==> config.mk <==
export PLATFORM = sky130hd
export DESIGN_NAME = mbst_ctrl
export DESIGN_NICKNAME = d
export VERILOG_FILES = /design/src/verilog/mbst_pkg.sv /design/src/verilog/mbst_ctrl.sv
export SDC_FILE = /design/constraint.sdc
export NUM_CORES = 1
export LEC_CHECK = 0
export ABC_CLOCK_PERIOD_IN_PS = 2350
export BUFFER_PORTS_ARGS = -buffer_cell sky130_fd_sc_hd__buf_2
export CORE_MARGIN = 3
export CORE_UTILIZATION = 51
export CTS_BUF_LIST = sky130_fd_sc_hd__clkbuf_16
export DETAILED_ROUTE_END_ITERATION = 7
export GPL_TIMING_DRIVEN = 0
export HOLD_SLACK_MARGIN = 0.1
export PLACE_DENSITY = 0.81
export SYNTH_ARGS = -nofsm -noshare
export SYNTH_HDL_FRONTEND = slang
export SYNTH_SLANG_ARGS = --single-unit
==> constraint.sdc <==
create_clock -name ref_clk_in -period 2.35 [get_ports ref_clk_in]
set_input_delay 0 -clock ref_clk_in [delete_from_list [all_inputs] [get_ports ref_clk_in]]
set_output_delay 0 -clock ref_clk_in [all_outputs]
set_load 0.05 [all_outputs]
==> src/verilog/mbst_pkg.sv <==
// Shared constants for the memory board bus-slave timing block
package mbst_pkg;
    // Clock period and documented times, in ns
    localparam int CLK_PERIOD_NS   = 50;
    localparam int CMD_DELAY_NS    = 60;
    localparam int CMD_DELAY_CYC   =
        (CMD_DELAY_NS + CLK_PERIOD_NS - 1) / CLK_PERIOD_NS;
    // Terminal-count field and default (suits 200 ns memories)
    localparam int CNT_W           = 4;
    localparam logic [3:0] CNT_DEFAULT = 4'h7;
    localparam int DLY_W           = 2;
    // Strobe-to-valid arithmetic offsets, in ns
    localparam logic [11:0] ADV_BASE_NS = 12'h069;
    localparam logic [11:0] ADV_GAP_NS  = 12'h09C;
    // Transfer types
    typedef enum logic [1:0] {
        MBST_XFER_NONE, MBST_XFER_LOW, MBST_XFER_HIGH, MBST_XFER_WORD
    } mbst_xfer_t;
    // Access sequence states
    typedef enum logic [1:0] {
        MBST_IDLE, MBST_DELAY, MBST_COUNT, MBST_ACK
    } mbst_state_t;
endpackage

==> src/verilog/mbst_ctrl.sv <==
// Bus-slave control: interface select, acknowledge timing, byte lanes
`timescale 1ns/1ps
module mbst_ctrl #(
    parameter int CNT_W = mbst_pkg::CNT_W
) (
    // Clock and reset
    input  wire logic              ref_clk_in,
    input  wire logic              rst_in,
    // Configuration
    input  wire logic              local_mode_in,
    input  wire logic              optimized_in,
    input  wire logic              wide_mode_in,
    input  wire logic [CNT_W-1:0]  term_count_in,
    input  wire logic              use_default_cnt_in,
    // Host command
    input  wire logic              cmd_in,
    input  wire logic              write_in,
    input  wire logic              data_strobe_low_in,
    input  wire logic              upper_byte_enable_in,
    input  wire logic              low_address_bit_in,
    // Memory read data
    input  wire logic [15:0]       mem_rdata_in,
    input  wire logic              mem_rdata_valid_in,
    // Memory timing inputs; buffer and receiver enables
    input  wire logic [11:0]       t_ce_in,
    input  wire logic [11:0]       t_oe_in,
    input  wire logic [11:0]       t_ad_in,
    output logic                   sys_addr_buf_en_out,
    output logic                   sys_cmd_rcv_en_out,
    output logic                   local_addr_buf_en_out,
    // Handshake and strobes
    output logic                   card_selected_flag_out,
    output logic                   system_bus_reply_done_out,
    output logic                   local_bus_reply_done_out,
    output logic                   write_strobe_low_out,
    output logic                   mem_cycle_start_out,
    // Byte lanes, read data and strobe-to-valid time
    output logic                   upper_lane_select_out,
    output logic                   low_lane_select_out,
    output logic [1:0]             xfer_type_out,
    output logic [15:0]            host_rdata_out,
    output logic [11:0]            strobe_to_valid_time_out
);
    localparam int DW = mbst_pkg::DLY_W;

    mbst_pkg::mbst_state_t state_reg, state_next;
    logic [DW-1:0]    dly_reg, dly_next;
    logic [CNT_W-1:0] cnt_reg, cnt_next;
    logic             ack_reg, ack_next;
    logic             sel_reg, sel_next;
    logic             we_reg, we_next;
    logic             mode_reg, mode_next;
    logic             data_strobe_low_d_reg, data_strobe_low_d_next;
    logic [15:0]      rdata_reg, rdata_next;
    logic [1:0]       xfer_reg, xfer_next;
    logic [11:0]      adv_reg, adv_next;
    logic [CNT_W-1:0] term;
    logic             start_ok;
    logic             data_strobe_low_rise;
    logic [11:0]      adv_long;
    logic [11:0]      adv_short;

    // transfer type decode
    // Decode transfer type from enable and bit zero
    function automatic logic [1:0] xfer_decode(input logic ube,
                                                input logic a0);
        if (ube && a0)
            xfer_decode = mbst_pkg::MBST_XFER_HIGH;
        else if (!ube && !a0)
            xfer_decode = mbst_pkg::MBST_XFER_LOW;
        else if (ube && !a0)
            xfer_decode = mbst_pkg::MBST_XFER_WORD;
        else
            xfer_decode = mbst_pkg::MBST_XFER_NONE;
    endfunction

    assign term = use_default_cnt_in ? CNT_W'(mbst_pkg::CNT_DEFAULT)
                                     : term_count_in;
    // normal local mode waits for data strobe
    assign start_ok = !mode_reg || optimized_in || !data_strobe_low_in;
    assign data_strobe_low_rise = data_strobe_low_in && !data_strobe_low_d_reg;
    // both terms of the worst-case sum
    // Sums wrap above 4095 ns; real memory times sit far below
    assign adv_long  = t_ad_in + mbst_pkg::ADV_GAP_NS + t_oe_in;
    assign adv_short = mbst_pkg::ADV_BASE_NS + t_ce_in;

    always_comb begin
        state_next  = state_reg;
        dly_next    = dly_reg;
        cnt_next    = cnt_reg;
        ack_next    = ack_reg;
        sel_next    = sel_reg;
        we_next     = we_reg;
        mode_next   = local_mode_in;
        data_strobe_low_d_next = data_strobe_low_in;
        rdata_next  = rdata_reg;
        xfer_next   = xfer_decode(upper_byte_enable_in, low_address_bit_in);
        if (adv_long > adv_short)
            adv_next = adv_long;
        else
            adv_next = adv_short;
        case (state_reg)
            mbst_pkg::MBST_IDLE: begin
                if (cmd_in && start_ok) begin
                    state_next = mbst_pkg::MBST_DELAY;
                    dly_next   = '0;
                end
            end
            mbst_pkg::MBST_DELAY: begin
                if (dly_reg == DW'(mbst_pkg::CMD_DELAY_CYC - 1)) begin
                    sel_next   = 1'b1;
                    cnt_next   = '0;
                    we_next    = write_in;
                    state_next = mbst_pkg::MBST_COUNT;
                end else begin
                    dly_next = dly_reg + 1'b1;
                end
            end
            mbst_pkg::MBST_COUNT: begin
                // ack on the edge after terminal count
                if (cnt_reg == term) begin
                    ack_next   = 1'b1;
                    state_next = mbst_pkg::MBST_ACK;
                    // system mode ends write on ack
                    if (!mode_reg)
                        we_next = 1'b0;
                end else begin
                    cnt_next = cnt_reg + 1'b1;
                end
                // capture read data for the reply
                if (mem_rdata_valid_in)
                    rdata_next = mem_rdata_in;
            end
            mbst_pkg::MBST_ACK: begin
                if (mem_rdata_valid_in)
                    rdata_next = mem_rdata_in;
            end
            default: state_next = mbst_pkg::MBST_IDLE;
        endcase
        // local mode ends write on data strobe rise
        if (mode_reg && data_strobe_low_rise)
            we_next = 1'b0;
        if (!cmd_in && state_reg != mbst_pkg::MBST_IDLE) begin
            state_next = mbst_pkg::MBST_IDLE;
            sel_next   = 1'b0;
            cnt_next   = '0;
            ack_next   = 1'b0;
            we_next    = 1'b0;
        end
    end

    always_ff @(posedge ref_clk_in or posedge rst_in) begin
        if (rst_in) begin
            state_reg  <= mbst_pkg::MBST_IDLE;
            dly_reg    <= '0;
            cnt_reg    <= '0;
            ack_reg    <= 1'b0;
            sel_reg    <= 1'b0;
            we_reg     <= 1'b0;
            mode_reg   <= 1'b0;
            data_strobe_low_d_reg <= 1'b1;
            rdata_reg  <= 16'h0000;
            xfer_reg   <= mbst_pkg::MBST_XFER_NONE;
            adv_reg    <= 12'h000;
        end else begin
            state_reg  <= state_next;
            dly_reg    <= dly_next;
            cnt_reg    <= cnt_next;
            ack_reg    <= ack_next;
            sel_reg    <= sel_next;
            we_reg     <= we_next;
            mode_reg   <= mode_next;
            data_strobe_low_d_reg <= data_strobe_low_d_next;
            rdata_reg  <= rdata_next;
            xfer_reg   <= xfer_next;
            adv_reg    <= adv_next;
        end
    end

    // one address buffer set at a time
    assign sys_addr_buf_en_out   = !mode_reg;
    assign local_addr_buf_en_out = mode_reg;
    assign sys_cmd_rcv_en_out    = !mode_reg;
    assign system_bus_reply_done_out = ack_reg && !mode_reg;
    // local reply may lead valid data
    assign local_bus_reply_done_out  = ack_reg && mode_reg;
    assign card_selected_flag_out    = sel_reg;
    assign write_strobe_low_out      = !we_reg;
    assign mem_cycle_start_out       = sel_reg;
    // odd devices gated by upper enable
    assign upper_lane_select_out = wide_mode_in ? upper_byte_enable_in
                                                : 1'b1;
    // even devices gated by address bit
    assign low_lane_select_out   = wide_mode_in ? !low_address_bit_in
                                                : 1'b1;
    assign xfer_type_out = xfer_reg;
    // high byte swapped onto low lane in system mode
    assign host_rdata_out = (!mode_reg &&
                             xfer_reg == mbst_pkg::MBST_XFER_HIGH) ?
                            {8'h00, rdata_reg[15:8]} : rdata_reg;
    assign strobe_to_valid_time_out = adv_reg;
endmodule

==> results by group <==
Outcome
  • Status: complete, but fails checks
  • Failing checks: setup timing

Placed design
  • Dpl cells: 520
  • Routability cong.: 0.9246
  • Placed wire-length estimate: 5733 µm
  • Dpl ws: -1.260 ns
  • IO buf count: 107

Power
  • Comb power frac: 0.639
  • Net Switching: between 2 and 2.5 mW
  • Sw frac: 0.4754
  • Clock Power Share: 0.125
  • Sequential share of power: 0.236
  • PD cells: 1114 nW/µm²
  • Worst VDD drop: around 1.1 mV
  • Internal: roughly 2.7 mW
  • Leak: 2.286 nW

Synthesis
  • EDFF count, synth: 0
  • Cells after synthesis: 338
  • Main synth FF type: dfrtp_1
  • Sequential area share after synthesis: 0.3320
  • Post-synthesis async set-or-reset flop share: 1.000
  • Mapped cell area: around 3200 µm²
  • Synth warnings: 0
  • Synth Area per Inst: 9.599 µm²
  • Post-synth cell types: 47
  • Post-synthesis register bit count: 43
  • Syn nets: 447

GRT
  • First-pass GRT wire length: 12770 µm
  • Grt total ovfl: 0
  • Global Route Usage Sum: 0.2144
  • Antenna violations before repair: 0
  • Pin count of the biggest net entering global routing: 44
  • Vias in the first global route: 2946

Routing
  • Vias per cell: 5.296
  • 1st-iter DRT viols: 101
  • Vias: 2992
  • Post-DR wirelength/cell: 14.04 µm
  • Antenna-violating nets left: 0
  • Routed wire length: a little under 8000 µm
  • DRC: 0
  • DRT Pass-1 Iters: 4

STA
  • Tightest Pin Transition: 0.8805 ns
  • WHS: 0.1017 ns
  • Period utilisation layout: 1.276
  • Slack of the critical path: -0.6483 ns
  • Slew Viols, Final: 0
  • Final Hold Fails: 0
  • FMAX: between 300 and 400 MHz
  • Max-slew headroom: 0.4122
  • Clk_skew: 0.004892 ns
  • Final setup vio count: 12
  • RSZ-0062 raised after global routing: yes
  • Final setup TNS: -7.178 ns
  • Minimum clock period: 2.998 ns

Clock network
  • Htree depth: 2
  • Worst-Skew Late Latency: 0.28 ns
  • Root Buffer: clkbuf_16
  • TritonCTS Buffers: 5
  • Worst-path clk slew: 0.06 ns
  • Clock Sinks: 43
  • CTS tree: done
  • Clk buf depth: 2

Setup path
  • Slowest stage cell, crit path: fa_2
  • Buffers & Inverters on Critical Path: 4
  • Worst Path Required: 2.51 ns
  • CP max stage delay: 0.36 ns
  • Arr. time, crit path: 3.16 ns
  • Crit path from: t_oe_in[1]
  • Crit Reg-Reg Startpoint: state_reg[0]
  • Crit path capture type: flip-flop
  • Delay-heaviest family, CP: adder cells
  • Startpoint types: primary input
  • Most frequent CP cell: ha_4
  • Critical path fanouts, max: 6
  • Kind of critical path: primary input to flip-flop
  • Critical path cell sequence: buf_6 -> ha_4 -> ha_4 -> inv_2 -> fa_2 -> nor2b_2 -> o21ai_1 -> o211a_1 -> o21bai_1 -> xnor2_1 -> inv_1 -> ha_4 -> a21oi_2 -> o21ai_4 -> nand2b_4 -> o31ai_4 -> a21oi_2 -> buf_6 -> mux2_4

Floorplanning
  • Initial Util: 0.5384
  • Core footprint: 6026 µm²
  • Die Span X: 85.76 µm
  • Die H: 85.76 µm
  • Die Area: 7355 µm²
  • Row Count: 28
  • Io pins: 108

Layout
  • Largest register FFs: 16
  • Layout Utilization: 0.7600
  • Final #Nets: 598
  • Share of cells above drive strength 1: 0.3816
  • Layout overhead on the synthesized area: 41.15%
  • Antenna diodes: 0
  • Fin cells: 565

Run
  • Max_cap viols: 0

Min path
  • Hold Crit Class: primary input to flip-flop
  • Hold wc startpoint: t_ce_in[10]
## metal layers
layer | wire [µm] | track usage | up-vias
li1 | - | - | 1485
met1 | 3119 | 0.2379 | 1405
met3 | 329 | 0.02402 | 19
met5 | 0 | 0 | -
met2 | 4259 | 0.4110 | 83
met4 | 225 | 0.08777 | 0
## path summary, 6_finish.rpt
| check | to | slack [ns] | depth (start not counted) |
|---|---|---|---|
| max | strobe_to_valid_time_out[5] | -0.65 | 19 |
| min | strobe_to_valid_time_out[10] | 0.10 | 3 |
| max reg2reg | rdata_reg[11] | 0.18 | 6 |
| min reg2reg | rdata_reg[2] | 0.50 | 1 |
| max in group asynchronous | strobe_to_valid_time_out[9] | 1.33 | 3 |
| min in group asynchronous | strobe_to_valid_time_out[2] | 0.46 | 3 |
## worst register-to-register path: stages, from the launching register on
cell and delay (ns):
dfrtp_1 0.45, inv_1 0.11, ha_1 0.20, clkbuf_1 0.20
o21ai_2 0.36, clkbuf_2 0.34, mux2_2 0.38
## cell type report
type / instances / area (µm²)
buffer: 12 / 77.57
fill: 418 / 1446
tap: 75 / 93.84
clock inverter: 3 / 12.51
clock buffer: 5 / 125.1
inverter: 40 / 150.1
sequential: 43 / 1077
multi-input combinational: 243 / 2127
timing repair buffer: 144 / 915.9
## stage by stage
step,area [µm²],power [mW]
floorplan,3291,3.449
global placement,3920,3.980
detailed placement,3920,4.069
CTS,4482,5.008
global route,4579,5.408
finish,4579,5.102
## cell families (layout without fill, tap and decap cells)
group                    count (synthesis)  after routing  synth area share
AND/OR/NAND/NOR                         80             80            0.1292
AO/OA/AOI/OAI                           59             59            0.1138
buffers and inverters                   52            204           0.06787
flip-flops                              43             43            0.3320
adder cells (fa/ha/maj)                 41             41            0.1604
multiplexers                            41             41            0.1373
XOR/XNOR                                22             22           0.05939
## cell usage in the layout (no fill, tap or decap), types with 3 or more instances in the layout
master,count
a21oi_1,12
inv_2,3
buf_4,11
xor2_1,11
and2_1,4
xnor2_1,9
ha_1,35
mux2_2,25
clkbuf_1,5
o211ai_1,3
nand4_1,7
a21oi_2,6
inv_1,39
o21ai_0,12
buf_2,105
dlygate4sd3_1,26
clkbuf_16,5
nand3_1,4
nor2b_1,14
nor2_1,12
nand2_1,19
mux2_4,3
dfrtp_1,42
buf_6,5
mux2i_1,12
and3_1,4
ha_4,5
nand2b_1,3
## Yosys cell counts, drive strengths merged, types with 11 or more instances
master / count / area [µm²]
mux2i: 13 / 130.1
o21ai: 16 / 80.08
dfrtp: 42 / 1051
ha: 40 / 500.5
nor2: 12 / 45.04
a21oi: 18 / 90.09
nand2: 20 / 75.07
inv: 40 / 150.1
nor2b: 15 / 93.84
mux2: 28 / 315.3
xnor2: 11 / 96.34
xor2: 11 / 96.34
## repair_timing
item / CTS / global route
setup endpoints to repair: 32 / 24
buffers inserted: 9 / 2
gates resized for setup: 15 / 16
pin swaps: 12 / 11
hold endpoints to repair: 67 / 0
hold buffers: 26 / 0
## power groups by stage
stage | Sequential (mW) | Combinational [mW] | Clock (mW)
after floorplan | 1.55 | 1.90 | 0
after global placement | 1.19 | 2.79 | 0
after detailed placement | 1.21 | 2.86 | 0
after CTS | 1.20 | 3.15 | 0.660
after global routing | 1.24 | 3.48 | 0.685
final | 1.20 | 3.26 | 0.640
(Power assumes the default switching activity.)
